==> config.mk <==
export PLATFORM = sky130hd
export DESIGN_NAME = rmc_cmd_interp
export DESIGN_NICKNAME = d
export VERILOG_FILES = /design/src/rmc_frame_tx.v /design/src/rmc_cmd_interp.v
export VERILOG_INCLUDE_DIRS = /design/src /design/src/src
export SDC_FILE = /design/constraint.sdc
export NUM_CORES = 2
export LEC_CHECK = 0
export ABC_AREA = 0
export BUFFER_PORTS_ARGS = -buffer_cell sky130_fd_sc_hd__buf_2
export CAP_MARGIN = 10
export CORE_UTILIZATION = 30
export DETAILED_ROUTE_END_ITERATION = 8
export HOLD_SLACK_MARGIN = 0.12
export PLACE_DENSITY_LB_ADDON = 0.12
export RECOVER_POWER = 25
export SLEW_MARGIN = 5
export SYNTH_ARGS = -nofsm -noshare
export SYNTH_HDL_FRONTEND = slang
export SYNTH_SLANG_ARGS = --single-unit
==> constraint.sdc <==
create_clock -name aclk -period 3.78 [get_ports aclk]
set_clock_uncertainty 0.1 [all_clocks]
set_input_delay 0.756 -clock aclk [delete_from_list [all_inputs] [get_ports aclk]]
set_output_delay 0.756 -clock aclk [all_outputs]
set_load 0.05 [all_outputs]
==> src/rmc_consts.vh <==
// constants of the radio module command interpreter
`ifndef RMC_CONSTS_VH
`define RMC_CONSTS_VH
`define RMC_SFD            8'hFF
`define RMC_CNF_BIT        8'h80
`define RMC_CMD_TX         8'h00
`define RMC_CMD_OBS_RETRY  8'h02
`define RMC_CMD_RX_IND     8'h03
`define RMC_CMD_MODE       8'h04
`define RMC_CMD_RESTART    8'h05
`define RMC_CMD_OBS_CHAN   8'h06
`define RMC_CMD_NV_WRITE   8'h09
`define RMC_CMD_NV_READ    8'h0A
`define RMC_CMD_UNIT_NO    8'h0B
`define RMC_CMD_FW_VER     8'h0C
`define RMC_CMD_SIG_LVL    8'h0D
`define RMC_CMD_RATE       8'h10
`define RMC_CMD_OBS_PRE    8'h30
`define RMC_CMD_OBS_CLR    8'h31
`define RMC_CMD_KEY_REG    8'h50
`define RMC_CMD_KEY_UNREG  8'h51
`define RMC_CMD_KEY_LIST   8'h52
`define RMC_ST_OK          8'h00
`define RMC_ST_FAIL        8'h01
`define RMC_ST_INVALID     8'h02
`define RMC_LEN_ONE        8'h01
`define RMC_LEN_MIN        8'h09
`define RMC_MODE_S1M       8'h02
`define RMC_MODE_S2        8'h03
`define RMC_MODE_T1M       8'h05
`define RMC_MODE_T2M       8'h07
`define RMC_MODE_T2O       8'h08
`define RMC_MODE_C2T2O     8'h09
`define RMC_MODE_C1M       8'h0C
`define RMC_MODE_C2M       8'h0D
`define RMC_MODE_C2O       8'h0E
`define RMC_CMD_OUT_ON     8'h01
// register map, byte addresses
`define RMC_REG_CTRL       8'h00
`define RMC_REG_STATUS     8'h04
`define RMC_REG_MODE       8'h08
`define RMC_REG_RESULT     8'h0C
`define RMC_REG_MAXLEN     8'h10
`define RMC_REG_CMDCNT     8'h14
`define RMC_CTRL_OUT_EN    0
`define RMC_CTRL_SIG_APP   1
`define RMC_CTRL_TX_FAIL   2
`define RMC_CTRL_RESET     8'h00
`define RMC_PRESEL_RESET   8'h03
`define RMC_MAXLEN_RESET   8'hF6
`define RMC_AXI_OKAY       2'b00
`define RMC_AXI_SLVERR     2'b10
`endif

==> src/rmc_frame_tx.v <==
// serialiser for confirmation and indication frames with xor checksum
`timescale 1ns/1ps
`default_nettype none
`include "rmc_consts.vh"
module rmc_frame_tx
(
  // clock and reset
  input  wire        aclk,
  input  wire        aresetn,
  // frame request
  input  wire        start,
  input  wire [7:0]  code,
  input  wire [7:0]  len,
  input  wire        is_ind,
  input  wire        sig_app,
  input  wire [7:0]  status,
  input  wire [7:0]  sig_level,
  output wire        busy,
  output wire        done,
  // payload source for indications
  output reg  [7:0]  pay_idx_q,
  input  wire [7:0]  pay_byte,
  // byte stream out
  output reg  [7:0]  out_data_q,
  output reg         out_valid_q,
  input  wire        out_ready
);
  localparam S_IDLE = 6'b000001;
  localparam S_SFD  = 6'b000010;
  localparam S_CODE = 6'b000100;
  localparam S_LEN  = 6'b001000;
  localparam S_BODY = 6'b010000;
  localparam S_CS   = 6'b100000;
  reg [5:0] st_q;
  reg [7:0] cs_q;
  reg [7:0] body_q;
  reg       done_q;
  // request fields held for the whole frame: the sources move on after start
  reg [7:0] code_q;
  reg [7:0] len_q;
  reg [7:0] stat_q;
  reg       ind_q;
  wire      take = ~out_valid_q | out_ready;
  assign busy = (st_q != S_IDLE) | out_valid_q;
  assign done = done_q;
  always @(posedge aclk)
  begin
    if (!aresetn)
    begin
      st_q        <= S_IDLE;
      cs_q        <= 8'h00;
      body_q      <= 8'h00;
      pay_idx_q   <= 8'h00;
      out_data_q  <= 8'h00;
      out_valid_q <= 1'b0;
      done_q      <= 1'b0;
      code_q      <= 8'h00;
      len_q       <= 8'h00;
      stat_q      <= 8'h00;
      ind_q       <= 1'b0;
    end
    else
    begin
      done_q <= 1'b0;
      if (out_valid_q && out_ready)
        out_valid_q <= 1'b0;
      case (st_q)
        S_IDLE:
          if (start)
          begin
            st_q      <= S_SFD;
            pay_idx_q <= 8'h00;
            body_q    <= is_ind ? (len + {7'h00, sig_app}) : len;
            code_q    <= code;
            len_q     <= len;
            stat_q    <= status;
            ind_q     <= is_ind;
          end
        S_SFD:
          if (take)
          begin
            out_data_q  <= `RMC_SFD;
            out_valid_q <= 1'b1;
            cs_q        <= `RMC_SFD;
            st_q        <= S_CODE;
          end
        S_CODE:
          if (take)
          begin
            out_data_q  <= code_q;
            out_valid_q <= 1'b1;
            cs_q        <= cs_q ^ code_q;
            st_q        <= S_LEN;
          end
        S_LEN:
          if (take)
          begin
            // indication length grows by one when the signal byte is appended
            out_data_q  <= body_q;
            out_valid_q <= 1'b1;
            cs_q        <= cs_q ^ body_q;
            st_q        <= (body_q == 8'h00) ? S_CS : S_BODY;
          end
        S_BODY:
          if (take)
          begin
            out_valid_q <= 1'b1;
            if (!ind_q)
            begin
              out_data_q <= stat_q;
              cs_q       <= cs_q ^ stat_q;
            end
            else if (pay_idx_q < len_q)
            begin
              out_data_q <= pay_byte;
              cs_q       <= cs_q ^ pay_byte;
            end
            else
            begin
              out_data_q <= sig_level;
              cs_q       <= cs_q ^ sig_level;
            end
            pay_idx_q <= pay_idx_q + 8'h01;
            if (pay_idx_q + 8'h01 == body_q)
              st_q <= S_CS;
          end
        S_CS:
          if (take)
          begin
            out_data_q  <= cs_q;
            out_valid_q <= 1'b1;
            done_q      <= 1'b1;
            st_q        <= S_IDLE;
          end
        default:
          st_q <= S_IDLE;
      endcase
    end
  end
endmodule // rmc_frame_tx
`default_nettype wire

==> src/rmc_cmd_interp.v <==
// command interpreter of the radio module serial interface
`timescale 1ns/1ps
`default_nettype none
`include "rmc_consts.vh"
module rmc_cmd_interp
(
  // clock and reset
  input  wire        aclk,
  input  wire        aresetn,
  // axi4-lite slave
  input  wire [7:0]  s_axi_awaddr,
  input  wire        s_axi_awvalid,
  output wire        s_axi_awready,
  input  wire [31:0] s_axi_wdata,
  input  wire [3:0]  s_axi_wstrb,
  input  wire        s_axi_wvalid,
  output wire        s_axi_wready,
  output reg  [1:0]  s_axi_bresp,
  output reg         s_axi_bvalid,
  input  wire        s_axi_bready,
  input  wire [7:0]  s_axi_araddr,
  input  wire        s_axi_arvalid,
  output wire        s_axi_arready,
  output reg  [31:0] s_axi_rdata,
  output reg  [1:0]  s_axi_rresp,
  output reg         s_axi_rvalid,
  input  wire        s_axi_rready,
  // host command byte stream in
  input  wire [7:0]  host_rx_data,
  input  wire        host_rx_valid,
  output wire        host_rx_ready,
  // host answer byte stream out
  output wire [7:0]  host_tx_data,
  output wire        host_tx_valid,
  input  wire        host_tx_ready,
  // radio transmit side, frame bytes from length field onwards
  output reg  [7:0]  radio_tx_data,
  output reg         radio_tx_valid,
  output reg         radio_tx_last,
  input  wire        radio_tx_ready,
  input  wire        radio_tx_done,
  input  wire        radio_tx_error,
  output reg  [7:0]  radio_mode,
  output wire        radio_sleep,
  // received frame, crc stripped and length corrected
  input  wire [7:0]  radio_rx_data,
  input  wire        radio_rx_valid,
  input  wire        radio_rx_last,
  input  wire [7:0]  radio_rx_level,
  // soft reset pulse to the rest of the module
  output reg         soft_reset
);
  localparam P_SFD  = 7'b0000001;
  localparam P_CODE = 7'b0000010;
  localparam P_LEN  = 7'b0000100;
  localparam P_DATA = 7'b0001000;
  localparam P_CS   = 7'b0010000;
  localparam P_EXEC = 7'b0100000;
  localparam P_RADIO = 7'b1000000;

  function is_tx_only;
    input [7:0] m;
    is_tx_only = (m == `RMC_MODE_S1M) | (m == `RMC_MODE_T1M) | (m == `RMC_MODE_C1M);
  endfunction
  function is_mode_ok;
    input [7:0] m;
    is_mode_ok = is_tx_only(m) | (m == `RMC_MODE_C2T2O) | (m == `RMC_MODE_S2) |
                 (m == `RMC_MODE_T2M) | (m == `RMC_MODE_T2O) |
                 (m == `RMC_MODE_C2M) | (m == `RMC_MODE_C2O);
  endfunction

  reg  [7:0] ctrl_q;
  reg  [7:0] presel_q;
  reg  [7:0] maxlen_q;
  reg  [7:0] result_q;
  reg  [15:0] cmdcnt_q;
  reg  [6:0] ps_q;
  reg  [7:0] code_q;
  reg  [7:0] len_q;
  reg  [7:0] cnt_q;
  reg  [7:0] arg_q;
  reg  [7:0] xor_q;
  reg        bad_q;
  reg        reset_pend_q;
  reg  [7:0] rx_buf [0:255];
  reg  [7:0] rx_len_q;
  reg  [7:0] rx_wr_q;
  reg        rx_full_q;
  reg        ind_pend_q;
  reg        ind_act_q;
  reg  [7:0] rx_lvl_q;
  reg        cnf_req_q;
  reg  [7:0] cnf_code_q;
  reg  [7:0] cnf_st_q;
  reg        aw_q;
  reg        w_q;
  reg  [7:0] aw_addr_q;
  reg  [31:0] w_data_q;
  reg  [3:0] w_strb_q;
  wire       fx_busy;
  wire       fx_done;
  wire [7:0] fx_idx;
  wire       fx_start;
  wire       fx_ind;
  wire       rx_take;

  assign radio_sleep   = is_tx_only(radio_mode) & ~radio_tx_valid;
  assign host_rx_ready = ~ps_q[5] & ~ps_q[6] & ~cnf_req_q & ~reset_pend_q &
                         ~(radio_tx_valid & ~radio_tx_ready);
  assign rx_take       = host_rx_valid & host_rx_ready;
  // indications may go out between a request and its confirmation
  assign fx_ind   = ind_pend_q & ~cnf_req_q;
  assign fx_start = ~fx_busy & ~ind_act_q & (cnf_req_q | ind_pend_q);

  // command parser
  always @(posedge aclk)
  begin
    if (!aresetn)
    begin
      ps_q <= P_SFD; code_q <= 8'h00; len_q <= 8'h00; cnt_q <= 8'h00;
      arg_q <= 8'h00; xor_q <= 8'h00; bad_q <= 1'b0;
      radio_mode <= `RMC_PRESEL_RESET; reset_pend_q <= 1'b0; soft_reset <= 1'b0;
      cnf_req_q <= 1'b0; cnf_code_q <= 8'h00; cnf_st_q <= 8'h00;
      radio_tx_data <= 8'h00; radio_tx_valid <= 1'b0; radio_tx_last <= 1'b0;
      result_q <= 8'h00; cmdcnt_q <= 16'h0000;
    end
    else
    begin
      soft_reset <= 1'b0;
      if (fx_start && !fx_ind)
        cnf_req_q <= 1'b0;
      if (radio_tx_valid && radio_tx_ready)
        radio_tx_valid <= 1'b0;
      // soft reset only after its confirmation has fully left
      if (reset_pend_q && !cnf_req_q && !fx_busy)
      begin
        soft_reset   <= 1'b1;
        reset_pend_q <= 1'b0;
        radio_mode   <= presel_q;
      end
      case (ps_q)
        P_SFD:
          if (rx_take && host_rx_data == `RMC_SFD)
          begin
            ps_q <= P_CODE; xor_q <= `RMC_SFD; bad_q <= 1'b0; cnt_q <= 8'h00;
          end
        P_CODE:
          if (rx_take)
          begin
            code_q <= host_rx_data; xor_q <= xor_q ^ host_rx_data;
            ps_q <= P_LEN;
          end
        P_LEN:
          if (rx_take)
          begin
            // transmit carries no length byte: the radio length field is it
            len_q <= host_rx_data; xor_q <= xor_q ^ host_rx_data;
            if (code_q == `RMC_CMD_TX)
            begin
              if (host_rx_data < `RMC_LEN_MIN || host_rx_data > maxlen_q ||
                  radio_mode == `RMC_MODE_C2T2O)
                bad_q <= 1'b1;
              else
              begin
                radio_tx_data <= host_rx_data; radio_tx_valid <= 1'b1;
                radio_tx_last <= 1'b0;
              end
            end
            ps_q <= (host_rx_data == 8'h00) ? P_CS : P_DATA;
          end
        P_DATA:
          if (rx_take)
          begin
            xor_q <= xor_q ^ host_rx_data; cnt_q <= cnt_q + 8'h01;
            if (cnt_q == 8'h00) arg_q <= host_rx_data;
            if (code_q == `RMC_CMD_TX && !bad_q)
            begin
              radio_tx_data  <= host_rx_data;
              radio_tx_valid <= 1'b1;
              radio_tx_last  <= (cnt_q + 8'h01 == len_q);
            end
            if (cnt_q + 8'h01 == len_q) ps_q <= P_CS;
          end
        P_CS:
          if (rx_take)
          begin
            cmdcnt_q <= cmdcnt_q + 16'h0001;
            if ((xor_q ^ host_rx_data) != 8'h00) ps_q <= P_SFD;
            else if (code_q == `RMC_CMD_TX && !bad_q) ps_q <= P_RADIO;
            else ps_q <= P_EXEC;
          end
        P_RADIO:
          if (radio_tx_done)
          begin
            cnf_req_q <= 1'b1; cnf_code_q <= `RMC_CMD_TX | `RMC_CNF_BIT;
            cnf_st_q  <= (radio_tx_error | ctrl_q[`RMC_CTRL_TX_FAIL]) ?
                         `RMC_ST_FAIL : `RMC_ST_OK;
            result_q  <= radio_tx_error ? `RMC_ST_FAIL : `RMC_ST_OK;
            ps_q <= P_SFD;
          end
        P_EXEC:
        begin
          cnf_req_q  <= 1'b1;
          cnf_code_q <= code_q | `RMC_CNF_BIT;
          cnf_st_q   <= `RMC_ST_OK;
          case (code_q)
            `RMC_CMD_TX: cnf_st_q <= `RMC_ST_INVALID;
            `RMC_CMD_MODE:
              if (len_q == `RMC_LEN_ONE && is_mode_ok(arg_q))
                radio_mode <= arg_q;
              else
                cnf_st_q <= `RMC_ST_FAIL;
            `RMC_CMD_RESTART: reset_pend_q <= 1'b1;
            `RMC_CMD_NV_WRITE, `RMC_CMD_RATE, `RMC_CMD_NV_READ, `RMC_CMD_UNIT_NO,
            `RMC_CMD_FW_VER, `RMC_CMD_SIG_LVL, `RMC_CMD_KEY_REG,
            `RMC_CMD_KEY_UNREG, `RMC_CMD_KEY_LIST:
              cnf_st_q <= `RMC_ST_FAIL;
            default: cnf_st_q <= `RMC_ST_INVALID;
          endcase
          result_q <= code_q;
          ps_q <= P_SFD;
        end
        default: ps_q <= P_SFD;
      endcase
    end
  end

  // received frame capture: buffer written whenever not full, frame counted and indicated only when command output is on
  always @(posedge aclk)
  begin
    if (radio_rx_valid && !rx_full_q)
      rx_buf[rx_wr_q] <= radio_rx_data;
  end
  always @(posedge aclk)
  begin
    if (!aresetn)
    begin
      rx_wr_q <= 8'h00; rx_len_q <= 8'h00; rx_full_q <= 1'b0;
      ind_pend_q <= 1'b0; ind_act_q <= 1'b0; rx_lvl_q <= 8'h00;
    end
    else
    begin
      if (fx_start && fx_ind) ind_act_q <= 1'b1;
      if (fx_start && fx_ind) ind_pend_q <= 1'b0;
      if (fx_done && ind_act_q)
      begin
        ind_act_q <= 1'b0; rx_full_q <= 1'b0; rx_wr_q <= 8'h00;
      end
      else if (radio_rx_valid && !rx_full_q && ctrl_q[`RMC_CTRL_OUT_EN])
      begin
        // first byte is the length field, already fixed upstream
        if (rx_wr_q == 8'h00) rx_len_q <= radio_rx_data;
        rx_wr_q <= rx_wr_q + 8'h01;
        if (radio_rx_last)
        begin
          rx_full_q <= 1'b1; ind_pend_q <= 1'b1; rx_lvl_q <= radio_rx_level;
        end
      end
    end
  end

  rmc_frame_tx u_tx
  (
    .aclk       (aclk),
    .aresetn    (aresetn),
    .start      (fx_start),
    .code       (fx_ind ? `RMC_CMD_RX_IND : cnf_code_q),
    .len        (fx_ind ? rx_len_q : `RMC_LEN_ONE),
    .is_ind     (fx_ind | ind_act_q),
    .sig_app    (ctrl_q[`RMC_CTRL_SIG_APP]),
    .status     (cnf_st_q),
    .sig_level  (rx_lvl_q),
    .busy       (fx_busy),
    .done       (fx_done),
    .pay_idx_q  (fx_idx),
    .pay_byte   (rx_buf[fx_idx + 8'h01]),
    .out_data_q (host_tx_data),
    .out_valid_q(host_tx_valid),
    .out_ready  (host_tx_ready)
  );

  // axi4-lite slave, one write and one read at a time
  assign s_axi_awready = ~aw_q & ~s_axi_bvalid;
  assign s_axi_wready  = ~w_q & ~s_axi_bvalid;
  assign s_axi_arready = ~s_axi_rvalid;
  always @(posedge aclk)
  begin
    if (!aresetn)
    begin
      aw_q <= 1'b0; w_q <= 1'b0; aw_addr_q <= 8'h00; w_data_q <= 32'h0;
      w_strb_q <= 4'h0; s_axi_bvalid <= 1'b0; s_axi_bresp <= `RMC_AXI_OKAY;
      s_axi_rvalid <= 1'b0; s_axi_rresp <= `RMC_AXI_OKAY; s_axi_rdata <= 32'h0;
      ctrl_q <= `RMC_CTRL_RESET; presel_q <= `RMC_PRESEL_RESET;
      maxlen_q <= `RMC_MAXLEN_RESET;
    end
    else
    begin
      if (s_axi_awvalid && s_axi_awready)
      begin
        aw_q <= 1'b1; aw_addr_q <= s_axi_awaddr;
      end
      if (s_axi_wvalid && s_axi_wready)
      begin
        w_q <= 1'b1; w_data_q <= s_axi_wdata; w_strb_q <= s_axi_wstrb;
      end
      if (aw_q && w_q)
      begin
        aw_q <= 1'b0; w_q <= 1'b0; s_axi_bvalid <= 1'b1;
        s_axi_bresp <= `RMC_AXI_OKAY;
        case ({aw_addr_q[7:2], 2'b00})
          `RMC_REG_CTRL:   if (w_strb_q[0]) ctrl_q <= w_data_q[7:0];
          `RMC_REG_MODE:   if (w_strb_q[0]) presel_q <= w_data_q[7:0];
          `RMC_REG_MAXLEN: if (w_strb_q[0]) maxlen_q <= w_data_q[7:0];
          `RMC_REG_STATUS, `RMC_REG_RESULT, `RMC_REG_CMDCNT: ;
          default: s_axi_bresp <= `RMC_AXI_SLVERR;
        endcase
      end
      else if (s_axi_bvalid && s_axi_bready)
        s_axi_bvalid <= 1'b0;
      if (s_axi_arvalid && s_axi_arready)
      begin
        s_axi_rvalid <= 1'b1; s_axi_rresp <= `RMC_AXI_OKAY;
        case ({s_axi_araddr[7:2], 2'b00})
          `RMC_REG_CTRL:   s_axi_rdata <= {24'h0, ctrl_q};
          `RMC_REG_STATUS: s_axi_rdata <= {16'h0, radio_mode, 1'b0, ps_q};
          `RMC_REG_MODE:   s_axi_rdata <= {24'h0, presel_q};
          `RMC_REG_RESULT: s_axi_rdata <= {24'h0, result_q};
          `RMC_REG_MAXLEN: s_axi_rdata <= {24'h0, maxlen_q};
          `RMC_REG_CMDCNT: s_axi_rdata <= {16'h0, cmdcnt_q};
          default:
          begin
            s_axi_rdata <= 32'h0; s_axi_rresp <= `RMC_AXI_SLVERR;
          end
        endcase
      end
      else if (s_axi_rvalid && s_axi_rready)
        s_axi_rvalid <= 1'b0;
    end
  end
endmodule // rmc_cmd_interp
`default_nettype wire

==> results.txt <==
Clock-pin slew was measured on the worst setup and hold paths at 0.06 ns. For the remaining antenna violation count after routing, the log shows 0. After synthesis, the most frequently instantiated cells are sky130_fd_sc_hd__edfxtp_1 (2048), sky130_fd_sc_hd__nand2_1 (515), sky130_fd_sc_hd__mux4_2 (502).

The logs give 18.5% for the global router's overall resource usage and 0.88 ns for the clock insertion delay at the later pin of the skew report. Summing all flip-flop and latch instances after layout gives 66400 um2. Hold violation total from the final report: 0. Internal power comes to 0.0425 W. The power density relative to cell area is 478 nW/um2, and the number of global-route vias before repair is 53664.

For the post-layout net count, the log shows 6281. The post-route setup TNS is 0 ns. The synthesis-to-finish area growth is 21.7%. During I/O placement, the number of pins put on the boundary was 161. The pre-antenna-repair detailed-routing pass consisted of 6 iterations. Actual transition at the worst max-transition pin: 3.20 ns.

By startpoint and endpoint, the worst setup path is classified as register to register. The switching part of the total power is 21.2%, and the count of state elements after synthesis is 2292. The total of fill cells in the finished design came out at 28711. The largest registers in the layout are rx_buf x2048, cmdcnt_q x16, s_axi_rdata x16. Summing the areas of all xor and xnor instances in the mapped netlist gives 0.634% of the synthesized area. The number of buffers on the longest clock path is 4, and the detailed-route vias per instance is 4.97. The worst hold path belongs to the class input port to register.

The die covers 311000 um2. The most common flop cell mapped by yosys was sky130_fd_sc_hd__edfxtp_1. TritonCTS built the clock tree. For the wire length of the first global-routing pass, the log shows 412000 um. The count of cells in the finished layout, fillers not included, comes to 10470. The tools report the overall overflow remaining after global route as 0. Largest register by flop count: rx_buf. The arithmetic-cell share of the synthesized area counting full adders, half adders and majority gates came out at 0.349%. Summing all multi-input logic gate instances after layout gives 24700 um2. sky130_fd_sc_hd__edfxtp_1 takes more of the synthesized area than any other cell. Routability-driven placement finished with a final weighted congestion of 0.820. The share of synthesized area in the top cell type comes to 66.4%.

Of the post-synthesis cell area, the part taken by muxes is 14.3%. The number of pins exceeding their max-slew limit in the final report came out at 541. The worst setup path is captured at a register.

After Yosys synthesis, and, or, nand and nor cells account for 6.96% of the synthesized area. The checks that failed: max-capacitance violations, max-slew violations. STA puts the critical path data arrival time at 4.41 ns. The H-tree was split into 5 levels.

The run gives 0 as the warning count from the yosys run. The sequential fraction of the synthesis area was 71.7%; the async set or reset register ratio after synthesis was 0%. The tools report the buffer type at the clock tree root as sky130_fd_sc_hd__clkbuf_16.

The flow ran to the end, but the final reports show violations. Switching power total: 0.0114 W. The number of instances in the placed design was 9943; the count of distinct cell types in the synthesized netlist was 97. For the combinational cell fraction of total power, the log shows 1.9%. Sequential cells account for 51.4% of the total power. For this block, the via count after detailed routing is 52038. The detailed router finished its first iteration with 4308 violations. The combinational family with the most area after synthesis was multiplexers.

For this configuration, the core starts out at a cell density of 30.2%. The wire-length estimate of the detail-placed layout is 191000 um. The largest net degree at the start of global routing was 100. The die is 558 um tall. In the final routed layout, each cell accounts on average for 27.8 um. In this run the horizontal extent of the chip is 558 um. In this run the standard cell core region covers 306000 um2. The worst relative slew slack came out at -114%.

The smallest clock period supported by the final layout is computed as 3.74 ns. Derived from the worst setup path, the maximum achievable clock frequency is 0.267 GHz. The number of buffers inserted by port buffering came out at 111. Across the VDD grid, the largest voltage drop is 0.273 mV. TritonCTS created 268 clock buffers. The worst setup path is launched from a register.

The cell area after technology mapping is 92600 um2. At the worst endpoint, the required time is 4.46 ns. Synthesis produced a netlist whose cell count is 5315.

The run gives 36.8% as the utilization after layout. The most common cell in the synthesized netlist is sky130_fd_sc_hd__edfxtp_1. The cell depth of the worst flop-to-flop path was 14; the relative contribution of the clock network to total power was 46.7%. The leakage power figure came out at 36.2 nW.

Compound-gate portion of the synthesized area: 3.72%. Max-cap violations in this run came to 9. For the total clock sinks, the log shows 2292. In the routed design, unresolved DRC markers number 0.

The worst hold path passes through 4 cells. In the final layout, the share of cells above drive strength 1 is 28.8%. The total wire length is 291000 um.

In this run the worst path has a maximum fanout of 8. Dividing the final minimum period by the clock period gives 98.9%. The number of enable flip-flop cells after synthesis was 2048. Overall power consumption after layout is estimated at 0.0539 W. Yosys attributes the largest share of cell area to sky130_fd_sc_hd__edfxtp_1 (66%), sky130_fd_sc_hd__mux4_2 (12%), sky130_fd_sc_hd__dfxtp_1 (5.3%). The number of flip-flops under the largest register name works out to 2048.

The initial antenna violation count was 8. Setup violations remaining at the end of the flow were counted as 0. Averaged over all synthesized cells, the footprint is 17.4 um2. The floorplan has 203 rows.
## critical path, cell delays in order (launching register included)
cell,delay (ns)
sky130_fd_sc_hd__dfxtp_4,0.37
sky130_fd_sc_hd__ha_4,0.21
sky130_fd_sc_hd__buf_4,0.16
sky130_fd_sc_hd__xnor2_4,0.28
sky130_fd_sc_hd__buf_12,0.20
sky130_fd_sc_hd__mux2_2,0.37
sky130_fd_sc_hd__a211oi_4,0.45
sky130_fd_sc_hd__buf_4,0.20
sky130_fd_sc_hd__o2111ai_2,0.17
sky130_fd_sc_hd__o32ai_2,0.20
sky130_fd_sc_hd__nor4_4,0.12
sky130_fd_sc_hd__a211oi_2,0.31
sky130_fd_sc_hd__buf_4,0.21
sky130_fd_sc_hd__mux2i_1,0.19
sky130_fd_sc_hd__nor2_1,0.05
## per-stage QoR
step | hold slack (ns) | area, um2 | setup WS [ns]
CTS | 0.130 | 113000 | -0.0258
global placement | 0.342 | 103000 | -0.902
global route | 0.185 | 113000 | -0.00783
detailed placement | 0.349 | 103000 | -0.787
floorplan | 0.335 | 92700 | 0.318
finish | 0.202 | 113000 | 0.0406
## power by group through the flow
stage | Combinational [W] | Sequential, W | Clock [W]
4_1_cts | 0.00107 | 0.0277 | 0.0259
6_report | 0.00103 | 0.0277 | 0.0252
3_3_place_gp | 0.00102 | 0.0282 | 0
3_5_place_dp | 0.00105 | 0.0282 | 0
5_1_grt | 0.00112 | 0.0277 | 0.0267
2_1_floorplan | 0.000400 | 0.0282 | 0
## metal layers
| layer | global-route usage [%] | part of all wire, % | wire, um |
|---|---|---|---|
| met3 | 2.75 | 4.7 | 13700 |
| met4 | 4.10 | 2.1 | 6230 |
| met2 | 30.3 | 47 | 138000 |
| met1 | 26.0 | 46 | 134000 |
| met5 | 0 | 0.012 | 34 |
## cells by family (layout without fill, tap and decap cells)
logic type | count (synthesis) | after routing
AOI/OAI and AO/OA | 467 | 467
xor gates and xnor gates | 61 | 61
adders and majority gates | 26 | 26
buffers and inverters | 389 | 1422
DFF | 2292 | 2292
muxes | 683 | 683
other | 1 | 23
and+or+nand+nor | 1396 | 1396
## cell type report
cell class / instances / share of cell area (%)
Antenna cell: 5 / 0.0111
Sequential cell: 2292 / 58.9
Clock buffer: 349 / 6.40
Inverter: 42 / 0.140
Tap cell: 4100 / 4.55
Multi-Input combinational cell: 2651 / 21.9
Clock inverter: 120 / 1.04
Timing Repair Buffer: 911 / 7.02
## final timing paths
| check | slack [ns] | to | startpoint |
|---|---|---|---|
| max reg2reg | 0.04 | u_tx.cs_q[1] | u_tx.pay_idx_q[0] |
| max | 0.04 | u_tx.cs_q[1] | u_tx.pay_idx_q[0] |
| min reg2reg | 0.35 | radio_tx_last | radio_tx_last |
| min | 0.20 | radio_tx_valid | radio_tx_ready |
## layout by cell type (no fill, tap or decap), types with 26 or more instances in the layout
cell,synthesis,layout
sky130_fd_sc_hd__a21boi_0,79,78
sky130_fd_sc_hd__a21oi_1,52,49
sky130_fd_sc_hd__a22oi_1,26,26
sky130_fd_sc_hd__a32oi_1,31,29
sky130_fd_sc_hd__and2_1,53,52
sky130_fd_sc_hd__buf_12,0,74
sky130_fd_sc_hd__buf_2,79,102
sky130_fd_sc_hd__buf_4,64,654
sky130_fd_sc_hd__clkbuf_1,137,75
sky130_fd_sc_hd__clkbuf_16,0,275
sky130_fd_sc_hd__clkinv_1,0,47
sky130_fd_sc_hd__clkinv_2,0,32
sky130_fd_sc_hd__dfxtp_1,244,243
sky130_fd_sc_hd__dlygate4sd3_1,0,29
sky130_fd_sc_hd__edfxtp_1,2048,2048
sky130_fd_sc_hd__inv_1,42,42
sky130_fd_sc_hd__mux2i_1,166,160
sky130_fd_sc_hd__mux4_2,502,502
sky130_fd_sc_hd__nand2_1,515,514
sky130_fd_sc_hd__nand3_1,172,165
sky130_fd_sc_hd__nand4_1,57,57
sky130_fd_sc_hd__nor2_1,350,346
sky130_fd_sc_hd__nor2b_1,82,81
sky130_fd_sc_hd__nor3_1,36,33
sky130_fd_sc_hd__o21ai_0,81,81
sky130_fd_sc_hd__xnor2_1,39,37
## timing repair
| action | CTS | global route |
|---|---|---|
| setup buffers | 15 | 4 |
| cloned | 5 | 0 |
| hold buffers | 29 | 0 |
| hold endpoints to repair | 28 | 0 |
| setup endpoints to repair | 19 | 18 |
| pin swaps | 8 | 7 |
| resized for setup | 61 | 46 |
Power figures use the tool's default switching activity.
